--- src/bft_pkg.sv ---
`default_nettype none
package bft_pkg;

	// operating criterion encodings
	typedef enum logic [1:0] {
		BFT_MODE_CUR = 2'h0,
		BFT_MODE_CUR_AND_DO = 2'h1,
		BFT_MODE_CUR_OR_DO = 2'h2,
		BFT_MODE_DO = 2'h3
	} bft_mode_e;

	// residual source select
	typedef enum logic [1:0] {
		BFT_RES_OFF = 2'h0,
		BFT_RES_CH1 = 2'h1,
		BFT_RES_CH2 = 2'h2,
		BFT_RES_CALC = 2'h3
	} bft_res_e;

	// status codes shown to software
	typedef enum logic [2:0] {
		BFT_ST_NORMAL = 3'h0,
		BFT_ST_START = 3'h1,
		BFT_ST_RETRIP = 3'h2,
		BFT_ST_FAIL = 3'h3,
		BFT_ST_BLOCKED = 3'h4
	} bft_status_e;

	// register offsets (word addresses, one per register)
	localparam logic [3:0] BFT_REG_CTRL = 4'h0;
	localparam logic [3:0] BFT_REG_PH_LVL = 4'h1;
	localparam logic [3:0] BFT_REG_RES_LVL = 4'h2;
	localparam logic [3:0] BFT_REG_RT_DLY = 4'h3;
	localparam logic [3:0] BFT_REG_BF_DLY = 4'h4;
	localparam logic [3:0] BFT_REG_STATUS = 4'h5;
	localparam logic [3:0] BFT_REG_TICK = 4'h6;

	// control word fields
	localparam int BFT_CTRL_MODE_LSB = 0;
	localparam int BFT_CTRL_RES_LSB = 2;
	localparam int BFT_CTRL_RT_EN_BIT = 4;

	// reset values
	localparam logic [1:0] BFT_RST_MODE = 2'h0;
	localparam logic [1:0] BFT_RST_RES = 2'h0;
	localparam logic BFT_RST_RT_EN = 1'b1;
	localparam logic [15:0] BFT_RST_PH_LVL = 16'h00C8;
	localparam logic [15:0] BFT_RST_RES_LVL = 16'h04B0;

	// delays are counted in 5 ms steps
	localparam int BFT_STEP_MS = 5;
	localparam int BFT_RT_DLY_MS = 100;
	localparam int BFT_BF_DLY_MS = 200;
	localparam logic [15:0] BFT_RST_RT_DLY = 16'(BFT_RT_DLY_MS / BFT_STEP_MS);
	localparam logic [15:0] BFT_RST_BF_DLY = 16'(BFT_BF_DLY_MS / BFT_STEP_MS);

	// program cycle period
	localparam int BFT_CLK_MHZ = 100;
	localparam int BFT_CYCLE_CLKS = BFT_STEP_MS * 1000 * BFT_CLK_MHZ;

	// hysteresis: release below 97/100 of threshold
	localparam int BFT_HYST_NUM = 97;
	localparam int BFT_HYST_DEN = 100;

endpackage

`default_nettype wire

--- src/bft_cmp_if.sv ---
`timescale 1ns/1ps
`default_nettype none
// current comparator results handed to the supervisor
interface bft_cmp_if;
	logic ph_pick;
	logic res_pick;
	modport drv (output ph_pick, output res_pick);
	modport use_ (input ph_pick, input res_pick);
endinterface
`default_nettype wire

--- src/bft_pickup.sv ---
`timescale 1ns/1ps
`default_nettype none
// current pick-up comparators with 97 % release hysteresis
module bft_pickup #(
	parameter int W = 16
) (
	// clock and reset
	input wire logic mclk,
	input wire logic sys_rst,
	// refresh strobe and inputs
	input wire logic tick,
	input wire logic [W-1:0] ph_a,
	input wire logic [W-1:0] ph_b,
	input wire logic [W-1:0] ph_c,
	input wire logic [W-1:0] res_cur,
	input wire logic res_used,
	input wire logic [W-1:0] ph_lvl,
	input wire logic [W-1:0] res_lvl,
	// results
	bft_cmp_if.drv cmp
);
	import bft_pkg::*;

	typedef struct packed {
		logic ph;
		logic res;
	} bft_pu_s;

	bft_pu_s st;
	bft_pu_s next_st;

	// compare scaled so the 97 % drop needs no divider
	function automatic logic pick(input logic [W-1:0] m,
		input logic [W-1:0] lvl, input logic held);
		logic [W+7:0] ms;
		logic [W+7:0] ls;
		ms = (W+8)'(m) * (W+8)'(BFT_HYST_DEN);
		ls = (W+8)'(lvl) * (W+8)'(BFT_HYST_NUM);
		if (held)
			pick = ms >= ls;
		else
			pick = m > lvl;
	endfunction

	always_comb
	begin
		next_st = st;
		if (tick)
		begin
			next_st.ph = pick(ph_a, ph_lvl, st.ph) |
				pick(ph_b, ph_lvl, st.ph) | pick(ph_c, ph_lvl, st.ph);
			next_st.res = res_used & pick(res_cur, res_lvl, st.res);
		end
	end

	always_ff @(posedge mclk or posedge sys_rst)
	begin
		if (sys_rst)
			st <= '0;
		else
			st <= next_st;
	end

	assign cmp.ph_pick = st.ph;
	assign cmp.res_pick = st.res;
endmodule // bft_pickup
`default_nettype wire

--- src/breaker_failure_timer.sv ---
// Added by the designer: the register addresses and the Avalon-MM slave port.
`timescale 1ns/1ps
`default_nettype none
// Function
// - status reads normal, start, retrip, failure, blocked
// - blocking sampled at start of each cycle
// - unblocked pick-up raises start and timers
// - blocked pick-up shows blocked, no outputs
// - late blocking clears start like pick-up drop
// - one pick-up starts both independent timers
// - retrip enable gates retrip output
// - retrip after retrip delay, 5 ms steps
// - failure output after failure delay
// - any phase or the selected residual over threshold
// - current mode ignores trip, resets on drop
// - and-mode holds timers until trip asserts
// - and-mode resets when either drops
// - or-mode starts on either condition
// - or-mode resets only when both gone
// - retrip and failure outputs kept separate
// - pick-up releases below 97 percent
// - criterion selectable, current-only default
// - current comparison refreshed every 5 ms
module breaker_failure_timer #(
	parameter int CUR_W = 16,
	parameter int CYCLE_CLKS = bft_pkg::BFT_CYCLE_CLKS
) (
	// clock and reset
	input wire logic mclk,
	input wire logic sys_rst,
	// avalon-mm slave
	input wire logic [3:0] avs_address,
	input wire logic avs_read,
	input wire logic avs_write,
	input wire logic [31:0] avs_writedata,
	output logic [31:0] avs_readdata,
	output logic avs_waitrequest,
	// measured magnitudes
	input wire logic [CUR_W-1:0] ph_a_mag,
	input wire logic [CUR_W-1:0] ph_b_mag,
	input wire logic [CUR_W-1:0] ph_c_mag,
	input wire logic [CUR_W-1:0] res_ch1_mag,
	input wire logic [CUR_W-1:0] res_ch2_mag,
	input wire logic [CUR_W-1:0] res_calc_mag,
	// pins from outside
	input wire logic block_in,
	input wire logic primary_trip,
	// outputs to breaker coils, then start and blocked flags
	output logic redundant_trip,
	output logic breaker_failure_output,
	output logic start_out,
	output logic blocked_out
);
	import bft_pkg::*;

	typedef struct packed {
		logic [2:0] blk_sync;
		logic [2:0] trip_sync;
		logic blk_q;
		logic trip_q;
		logic [31:0] clk_cnt;
		logic tick;
		logic blk_cycle;
		bft_mode_e mode;
		bft_res_e res_sel;
		logic rt_en;
		logic [CUR_W-1:0] ph_lvl;
		logic [CUR_W-1:0] residual_pickup_level;
		logic [15:0] redundant_trip_delay;
		logic [15:0] fail_delay;
		logic [15:0] rt_cnt;
		logic [15:0] bf_cnt;
		logic started;
		logic blocked;
		logic retrip;
		logic fail;
		logic [31:0] tick_count;
		logic ack;
		logic [31:0] rdata;
	} bft_s;

	bft_s st;
	bft_s next_st;
	bft_cmp_if cmp ();
	logic [CUR_W-1:0] res_mag;
	logic cur_pick;
	logic crit;
	logic tick_due;

	// last clock of the cycle: pick-up and block latch on one edge
	assign tick_due = st.clk_cnt == 32'(CYCLE_CLKS - 1);

	always_comb
	begin
		unique case (st.res_sel)
			BFT_RES_CH1: res_mag = res_ch1_mag;
			BFT_RES_CH2: res_mag = res_ch2_mag;
			BFT_RES_CALC: res_mag = res_calc_mag;
			BFT_RES_OFF: res_mag = '0;
		endcase
	end

	bft_pickup #(
		.W(CUR_W)
	) u_pickup (
		.mclk(mclk),
		.sys_rst(sys_rst),
		.tick(tick_due),
		.ph_a(ph_a_mag),
		.ph_b(ph_b_mag),
		.ph_c(ph_c_mag),
		.res_cur(res_mag),
		.res_used(st.res_sel != BFT_RES_OFF),
		.ph_lvl(st.ph_lvl),
		.res_lvl(st.residual_pickup_level),
		.cmp(cmp)
	);

	assign cur_pick = cmp.ph_pick | cmp.res_pick;

	always_comb
	begin
		unique case (st.mode)
			BFT_MODE_CUR: crit = cur_pick;
			BFT_MODE_CUR_AND_DO: crit = cur_pick & st.trip_q;
			BFT_MODE_CUR_OR_DO: crit = cur_pick | st.trip_q;
			BFT_MODE_DO: crit = st.trip_q;
		endcase
	end

	// timers stop at full scale instead of wrapping back to zero
	function automatic logic [15:0] sat_inc(input logic [15:0] v);
		if (v == 16'hFFFF)
			sat_inc = v;
		else
			sat_inc = v + 16'h1;
	endfunction

	function automatic logic expired(input logic [15:0] cnt,
		input logic [15:0] dly);
		expired = cnt >= dly;
	endfunction

	function automatic logic [31:0] status_word(input bft_s s);
		bft_status_e c;
		if (s.blocked)
			c = BFT_ST_BLOCKED;
		else if (s.fail)
			c = BFT_ST_FAIL;
		else if (s.retrip)
			c = BFT_ST_RETRIP;
		else if (s.started)
			c = BFT_ST_START;
		else
			c = BFT_ST_NORMAL;
		status_word = {29'h0, c};
	endfunction

	always_comb
	begin
		next_st = st;
		next_st.ack = 1'b0;
		// pins pass three flops; act when last two agree
		next_st.blk_sync = {st.blk_sync[1:0], block_in};
		next_st.trip_sync = {st.trip_sync[1:0], primary_trip};
		if (st.blk_sync[1] == st.blk_sync[2])
			next_st.blk_q = st.blk_sync[2];
		if (st.trip_sync[1] == st.trip_sync[2])
			next_st.trip_q = st.trip_sync[2];
		next_st.tick = 1'b0;
		if (tick_due)
		begin
			next_st.clk_cnt = '0;
			next_st.tick = 1'b1;
		end
		else
			next_st.clk_cnt = st.clk_cnt + 32'h1;
		if (tick_due)
			next_st.blk_cycle = st.blk_q;
		if (st.tick)
		begin
			next_st.tick_count = st.tick_count + 32'h1;
			if (crit && st.blk_cycle)
			begin
				next_st.blocked = 1'b1;
				next_st.started = 1'b0;
				next_st.retrip = 1'b0;
				next_st.fail = 1'b0;
				next_st.rt_cnt = '0;
				next_st.bf_cnt = '0;
			end
			else if (crit)
			begin
				next_st.blocked = 1'b0;
				next_st.started = 1'b1;
				next_st.rt_cnt = sat_inc(st.rt_cnt);
				next_st.bf_cnt = sat_inc(st.bf_cnt);
				if (st.rt_en &&
					expired(next_st.rt_cnt, st.redundant_trip_delay))
					next_st.retrip = 1'b1;
				if (expired(next_st.bf_cnt, st.fail_delay))
					next_st.fail = 1'b1;
			end
			else
			begin
				next_st.blocked = st.blk_cycle & st.blocked;
				next_st.started = 1'b0;
				next_st.retrip = 1'b0;
				next_st.fail = 1'b0;
				next_st.rt_cnt = '0;
				next_st.bf_cnt = '0;
			end
		end
		if (!next_st.rt_en)
			next_st.retrip = 1'b0;
		// single-cycle bus answer
		if ((avs_read || avs_write) && !st.ack)
		begin
			next_st.ack = 1'b1;
			next_st.rdata = '0;
			if (avs_write)
			begin
				unique case (avs_address)
					BFT_REG_CTRL:
					begin
						next_st.mode = bft_mode_e'(avs_writedata[
							BFT_CTRL_MODE_LSB +: 2]);
						next_st.res_sel = bft_res_e'(avs_writedata[
							BFT_CTRL_RES_LSB +: 2]);
						next_st.rt_en = avs_writedata[BFT_CTRL_RT_EN_BIT];
					end
					BFT_REG_PH_LVL: next_st.ph_lvl = avs_writedata[CUR_W-1:0];
					BFT_REG_RES_LVL:
						next_st.residual_pickup_level =
							avs_writedata[CUR_W-1:0];
					BFT_REG_RT_DLY:
						next_st.redundant_trip_delay = avs_writedata[15:0];
					BFT_REG_BF_DLY: next_st.fail_delay = avs_writedata[15:0];
					default: ;
				endcase
			end
			else
			begin
				unique case (avs_address)
					BFT_REG_CTRL:
					begin
						next_st.rdata[BFT_CTRL_MODE_LSB +: 2] = st.mode;
						next_st.rdata[BFT_CTRL_RES_LSB +: 2] = st.res_sel;
						next_st.rdata[BFT_CTRL_RT_EN_BIT] = st.rt_en;
					end
					BFT_REG_PH_LVL: next_st.rdata = 32'(st.ph_lvl);
					BFT_REG_RES_LVL:
						next_st.rdata = 32'(st.residual_pickup_level);
					BFT_REG_RT_DLY:
						next_st.rdata = {16'h0, st.redundant_trip_delay};
					BFT_REG_BF_DLY: next_st.rdata = {16'h0, st.fail_delay};
					BFT_REG_STATUS: next_st.rdata = status_word(st);
					BFT_REG_TICK: next_st.rdata = st.tick_count;
					default: next_st.rdata = '0;
				endcase
			end
		end
	end

	always_ff @(posedge mclk or posedge sys_rst)
	begin
		if (sys_rst)
		begin
			st <= '0;
			st.mode <= bft_mode_e'(BFT_RST_MODE);
			st.res_sel <= bft_res_e'(BFT_RST_RES);
			st.rt_en <= BFT_RST_RT_EN;
			st.ph_lvl <= CUR_W'(BFT_RST_PH_LVL);
			st.residual_pickup_level <= CUR_W'(BFT_RST_RES_LVL);
			st.redundant_trip_delay <= BFT_RST_RT_DLY;
			st.fail_delay <= BFT_RST_BF_DLY;
		end
		else
			st <= next_st;
	end

	// request held until the acknowledging edge
	assign avs_waitrequest = (avs_read | avs_write) & ~st.ack;
	assign avs_readdata = st.rdata;
	assign redundant_trip = st.retrip;
	assign breaker_failure_output = st.fail;
	assign start_out = st.started;
	assign blocked_out = st.blocked;
endmodule // breaker_failure_timer
`default_nettype wire

--- config.mk ---
export PLATFORM = sky130hd
export DESIGN_NAME = breaker_failure_timer
export DESIGN_NICKNAME = d
export VERILOG_FILES = /design/src/bft_pkg.sv /design/src/bft_cmp_if.sv /design/src/bft_pickup.sv /design/src/breaker_failure_timer.sv
export SDC_FILE = /design/constraint.sdc
export NUM_CORES = 1
export LEC_CHECK = 0
export BUFFER_PORTS_ARGS = -buffer_cell sky130_fd_sc_hd__buf_2
export CORE_MARGIN = 2
export CORE_UTILIZATION = 60
export CTS_CLUSTER_SIZE = 8
export DETAILED_ROUTE_END_ITERATION = 7
export GPL_TIMING_DRIVEN = 0
export PLACE_DENSITY = 0.79
export SLEW_MARGIN = 5
export SYNTH_ARGS = -nofsm -noshare
export SYNTH_HDL_FRONTEND = slang
export SYNTH_HIERARCHICAL = 1
export SYNTH_SLANG_ARGS = --single-unit
--- constraint.sdc ---
create_clock -name mclk -period 9.2 [get_ports mclk]
set_input_delay 0.92 -clock mclk [delete_from_list [all_inputs] [get_ports mclk]]
set_output_delay 0.92 -clock mclk [all_outputs]
set_load 0.05 [all_outputs]
==> results_dict.tcl, run 1 <==
set metrics [dict create \
    io_pins 175 \
    syn_avg_cell_area_um2 9.42 \
    die_h_um 205 \
    post-route-min-period_ps 7330 \
    drive_gt1_share_pct 13.8 \
    grt_overflow_total 0 \
    grt_usage_pct 30.8 \
    drv_cap 0 \
    antenna_found_initial 1 \
    synth_edf_count 0 \
    clockRootBuffer "clkbuf_16" \
    fmax_mhz 136 \
    place_congestion 0.928 \
    htree_levels 1 \
    cts_buffers 30 \
    grt_max_degree 74 \
    power.internal_uw 3560 \
    ys_seq_area_share_pct 22.2 \
    setup_viol 0 \
    startpoint_type "register" \
    dp.final_hpwl_mm 50.1 \
    firstDrtPassIters 8 \
    reg2regPathDepth 26 \
    cts_tree "built" \
    grt_pass1_vias 20600 \
    detail-route-antenna-nets 0 \
    yosys_warnings 6 \
    slew_headroom_pct 40.6 \
    ctsHoldBuffers 0 \
    final.fill_count 3148 \
    wire_per_inst_um 19.4 \
    finalWirelength_mm 63.8 \
    combPwrFrac_pct 67.9 \
    switching_power_uw 3170 \
    power.density_mw_per_mm2 254 \
    cts.path.max_buffers 3 \
    via_per_inst 6.19 \
    cts.sinks 214 \
    finalSetupTns_ps 0 \
    syn-num-nets 3287 \
    leakage_uw 0.0138 \
    slowest_delay_ps 640 \
    drt-initial-drc-count 1348 \
    fin_ws_ps 1870 \
    critPathMaxFanout 10 \
    placed_area_mm2 0.0257 \
    period_share_pct 79.7 \
    num_vias 20400 \
    p_seq_share_pct 17.3 \
    area.growth.synth_to_final_pct 9.66 \
    route.detailed.drc 11 \
    io_buffer_count 156 \
    fin_area_mm2 0.0265 \
    vdd_drop_max_mv 0.198 \
    async_flop_share_pct 100 \
    grt_pass1_wl_mm 104 \
    dieArea_mm2 0.0419 \
    row_count 73 \
    clkTransAtPathRegs_ps 50 \
    rsz0062_at_grt "false" \
    clkPwrFrac_pct 14.9 \
    critPathArrivalTime_ps 7750 \
    critPathBufInv 2 \
    path_class "register to register" \
    dp_slack_ps 1990 \
    finalMaxSlewViolations 0 \
    ys_ff_latch 214 \
    status "complete, but fails checks" \
    cts_resized 0 \
    die_w_um 205 \
    clk_latency_ps 550 \
    endpoint_kind "register" \
    hold_class "input pin to async pin" \
    crit_family "compound AO/OA/AOI/OAI gates" \
    cts_setup_buffers 0 \
    worst_hold_slack_ps 267 \
    start_util_pct 60.9 \
    swShare_pct 47.1 \
    violations "design-rule violations" \
    finClkSkew_ps 29.9 \
    synthFlopType "dfrtp_1" \
    worst_pin_slew_ps 884 \
    syn_area_mm2 0.0242 \
    slowest_stage "o41ai_1" \
    critPathRequiredTime_ps 9620 \
    core_region_area_mm2 0.0397 \
    utilization_pct 66.7 \
    nNetsFinal 3477 \
    synth_cell_types 97 \
    path_depth 26 \
    synth_cells 2567 \
    finalHoldViolCount 0 \
]
==> metal layers <==
metal	wire (µm)	share of wire, %	track usage, %
met3	3930	6.2	3.80
met5	0	0	0
met1	26700	42	39.2
met2	30500	48	53.0
met4	2740	4.3	12.0
==> layout by cell type, fill, tap and decap left out, drive strengths merged, types with 34 or more instances in the layout <==
cell      n
o21ai    78
xnor2   114
mux2     90
dfrtp   202
buf     209
a21oi   115
a21o     46
inv     299
ha      522
nand2   122
xor2     54
a22o     47
clkbuf   82
o21a     34
nor3     48
nand3    84
nand4    55
nor2    115
fa       60
==> state kept, by name (all words and copies together) (netlist names) <==
signal                  cells
avs_readdata               32
u_pickup/cmp.res_pick       1
breaker_failure_output      1
redundant_trip              1
u_pickup/cmp.ph_pick        1
blocked_out                 1
start_out                   1
st                        172
next_st                     4
==> path summary, 6_finish.rpt <==
path	startpoint	endpoint	slack (ps)
max	st[167]$_DFFE_PP0P_	u_pickup/cmp.res_pick$_DFFE_PP0P_	1870
max in group asynchronous	sys_rst	st[138]$_DFFE_PP1P_	8000
min in group mclk	next_st[210]$_DFF_PP0_	next_st[211]$_DFF_PP0_	360
min reg2reg	next_st[210]$_DFF_PP0_	next_st[211]$_DFF_PP0_	360
min	sys_rst	u_pickup/cmp.res_pick$_DFFE_PP0P_	270
max reg2reg	st[167]$_DFFE_PP0P_	u_pickup/cmp.res_pick$_DFFE_PP0P_	1870
==> cells by family (layout without fill, tap and decap cells) <==
group	Yosys count	count (layout)	synth area share, %
buffers and inverters	387	591	6.66
other	0	1	0
DFF	214	214	22.2
AOI/OAI and AO/OA	529	529	15.5
adders and majority gates	586	586	32.1
and+or+nand+nor	584	584	12.7
xor gates and xnor gates	168	168	6.16
muxes	99	99	4.62
==> layout make-up <==
type                       instances  area (µm²)  share of cell area [%]
clock buffer                      45         817                    3.08
sequential                       214        5370                    20.3
antenna                            1        2.50                 0.00944
clock inverter                     1        16.3                  0.0613
timing repair buffer             158         836                    3.15
inverter                         299        1130                    4.26
tap                              525         657                    2.48
buffer                            88         488                    1.84
multi-input combinational       1966       17200                    64.9
==> stage by stage <==
| stage | std cells | power, µW |
|---|---|---|
| CTS | 3296 | 6680 |
| global placement | 3248 | 5370 |
| floorplan | 2567 | 4510 |
| global route | 3297 | 7390 |
| finish | 3297 | 6730 |
| detailed placement | 3250 | 5630 |
==> power by group through the flow <==
stage	combinational [µW]	clock (µW)	sequential, µW
final	4570	1000	1160
after floorplan	3400	0	1110
after detailed placement	4460	0	1170
after global routing	5160	1060	1170
after CTS	4510	1010	1160
after global placement	4210	0	1160
==> cells in the mapped netlist, drive strengths merged (5+ instances only) <==
library cell	n	share of area, %
a2111oi	7	0.28
a211oi	24	0.77
a21o	46	1.4
a21oi	115	2.4
a221oi	5	0.18
a222oi	11	0.46
a22o	47	1.7
a22oi	15	0.47
a311oi	5	0.21
a31oi	20	0.54
a41oi	6	0.22
and2	10	0.26
and3	26	0.67
and4	17	0.63
buf	51	1.4
clkbuf	37	0.58
dfrtp	202	21
dfstp	12	1.3
fa	60	5.0
ha	522	27
inv	299	4.6
mux2	90	4.2
mux2i	8	0.33
nand2	122	1.9
nand2b	20	0.52
nand3	84	1.8
nand4	55	1.5
nor2	115	1.8
nor2b	25	0.65
nor3	48	1.1
nor4	26	0.91
o2111ai	7	0.28
o211ai	11	0.34
o21a	34	1.1
o21ai	78	1.6
o21bai	23	0.71
o311ai	8	0.32
o31ai	13	0.42
o41ai	11	0.40
or2	9	0.23
or3	11	0.28
xnor2	114	4.2
xor2	54	2.0
Note: power is estimated with default switching activity, not from simulation.
==> run 2: changes to the inputs <==
==> constraint.sdc (replaced) <==
create_clock -name mclk -period 6.76 [get_ports mclk]
set_input_delay 0.676 -clock mclk [delete_from_list [all_inputs] [get_ports mclk]]
set_output_delay 0.676 -clock mclk [all_outputs]
set_load 0.05 [all_outputs]
==> results_dict.tcl, run 2 (same netlist as run 1, synthesis figures left out) <==
set metrics [dict create \
    status "complete, no violations" \
    area.growth.synth_to_final_pct 9.86 \
    utilization_pct 66.8 \
    grt_pass1_vias 20600 \
    finalWirelength_mm 63.8 \
    setup_viol 0 \
    io_buffer_count 156 \
    start_util_pct 60.9 \
    critPathArrivalTime_ps 6820 \
    grt_usage_pct 30.8 \
    finalHoldViolCount 0 \
    cts_setup_buffers 0 \
    finalMaxSlewViolations 0 \
    cts.sinks 214 \
    slew_headroom_pct 41.1 \
    die_h_um 205 \
    critPathRequiredTime_ps 7180 \
    ctsHoldBuffers 0 \
    antenna_found_initial 1 \
    num_vias 20500 \
    drt-initial-drc-count 1306 \
    cts_buffers 30 \
    cpMostUsedCell "ha_1" \
    hold_class "input pin to async pin" \
    row_count 73 \
    wire_per_inst_um 19.4 \
    fmax_mhz 156 \
    grt_pass1_wl_mm 104 \
    power.density_mw_per_mm2 346 \
    endpoint_kind "register" \
    vdd_drop_max_mv 0.269 \
    drive_gt1_share_pct 14.1 \
    detail-route-antenna-nets 0 \
    core_region_area_mm2 0.0397 \
    worst_pin_slew_ps 876 \
    path_class "register to register" \
    critPathMaxFanout 10 \
    die_w_um 205 \
    mostFrequentLayoutCell "ha_1" \
    period_share_pct 94.6 \
    cts_tree "built" \
    grt_overflow_total 0 \
    clkTransAtPathRegs_ps 50 \
    p_seq_share_pct 17.2 \
    slowest_stage "o41ai_1" \
    largest_reg_flops 172 \
    regMostFlops "st" \
    startpoint_type "register" \
    dp.final_hpwl_mm 50.1 \
    via_per_inst 6.21 \
    cts.path.max_buffers 3 \
    post-route-min-period_ps 6400 \
    htree_levels 1 \
    grt_max_degree 74 \
    clk_latency_ps 550 \
    io_pins 175 \
    clkPwrFrac_pct 14.8 \
    place_congestion 0.928 \
    layout_common_cells "ha_1, inv_1, dfrtp_1" \
    drv_cap 0 \
    switching_power_uw 4340 \
    nNetsFinal 3477 \
    dieArea_mm2 0.0419 \
    firstDrtPassIters 7 \
    route.detailed.drc 0 \
    clockRootBuffer "clkbuf_16" \
    finalSetupTns_ps 0 \
    power.internal_uw 4860 \
    combPwrFrac_pct 68.0 \
    finClkSkew_ps 34.0 \
    slowest_delay_ps 590 \
    swShare_pct 47.2 \
    leakage_uw 0.0138 \
]
-- run 2: worst paths after layout --
check | slack [ps] | depth (start not counted) | from | to
setup reg to reg | 360 | 25 | st[167]$_DFFE_PP0P_ | u_pickup/cmp.res_pick$_DFFE_PP0P_
setup / recovery | 360 | 25 | st[167]$_DFFE_PP0P_ | u_pickup/cmp.res_pick$_DFFE_PP0P_
max in group asynchronous | 5810 | 3 | sys_rst | st[119]$_DFFE_PP1P_
hold reg to reg | 360 | 0 | next_st[210]$_DFF_PP0_ | next_st[211]$_DFF_PP0_
min in group mclk | 220 | 1 | primary_trip | next_st[207]$_DFF_PP0_
hold / removal | 20 | 2 | sys_rst | u_pickup/cmp.res_pick$_DFFE_PP0P_
-- run 2: metrics by stage --
stage | area (µm²) | worst slack (ps) | total power (µW) | std cells | hold slack (ps)
2_1_floorplan | 24200 | 310 | 6140 | 2567 | 331
3_3_place_gp | 25600 | -1860 | 7310 | 3248 | 331
3_5_place_dp | 25700 | -454 | 7660 | 3250 | 350
4_1_cts | 26500 | 70.5 | 9090 | 3296 | 14.6
5_1_grt | 26600 | -7.40 | 10100 | 3297 | 22.0
6_report | 26600 | 362 | 9200 | 3297 | 24.4
-- run 2: critical path, delay by kind of cell, from the launching register on --
family	cells	cell delay (ps)
compound gates	12	2700
fa+ha+maj	5	1530
simple gates	4	730
buf+inv	2	470
flops	1	340
mux	1	340
xor+xnor	1	150
-- run 2: final cells by class --
| type | count | area [µm²] |
|---|---|---|
| antenna | 1 | 2.50 |
| buffer | 88 | 498 |
| clock buffer | 45 | 817 |
| clock inverter | 1 | 16.3 |
| fill | 3142 | 13200 |
| inverter | 299 | 1130 |
| multi-input combinational | 1966 | 17200 |
| sequential | 214 | 5370 |
| tap | 525 | 657 |
| timing repair buffer | 158 | 836 |
-- run 2: what timing repair did --
| action | CTS | global route |
|---|---|---|
| setup endpoints to repair | 1 | 1 |
| pin swaps | 0 | 0 |
| endpoints found under the hold margin | 0 | 0 |
| gates resized for setup | 3 | 12 |
-- run 2: power groups by stage --
stage | sequential [µW] | combinational, µW | clock (µW)
after floorplan | 1510 | 4620 | 0
after global placement | 1580 | 5730 | 0
after detailed placement | 1590 | 6070 | 0
after global routing | 1590 | 7070 | 1440
final | 1580 | 6260 | 1360
after CTS | 1570 | 6140 | 1380
-- run 2: metal layers --
layer | GRT usage (%) | wire, µm | vias up
met4 | 12.0 | 2690 | 0
li1 | - | - | 9693
met3 | 3.67 | 3850 | 171
met5 | 0 | 0 | -
met2 | 53.0 | 30500 | 734
met1 | 39.3 | 26800 | 9877
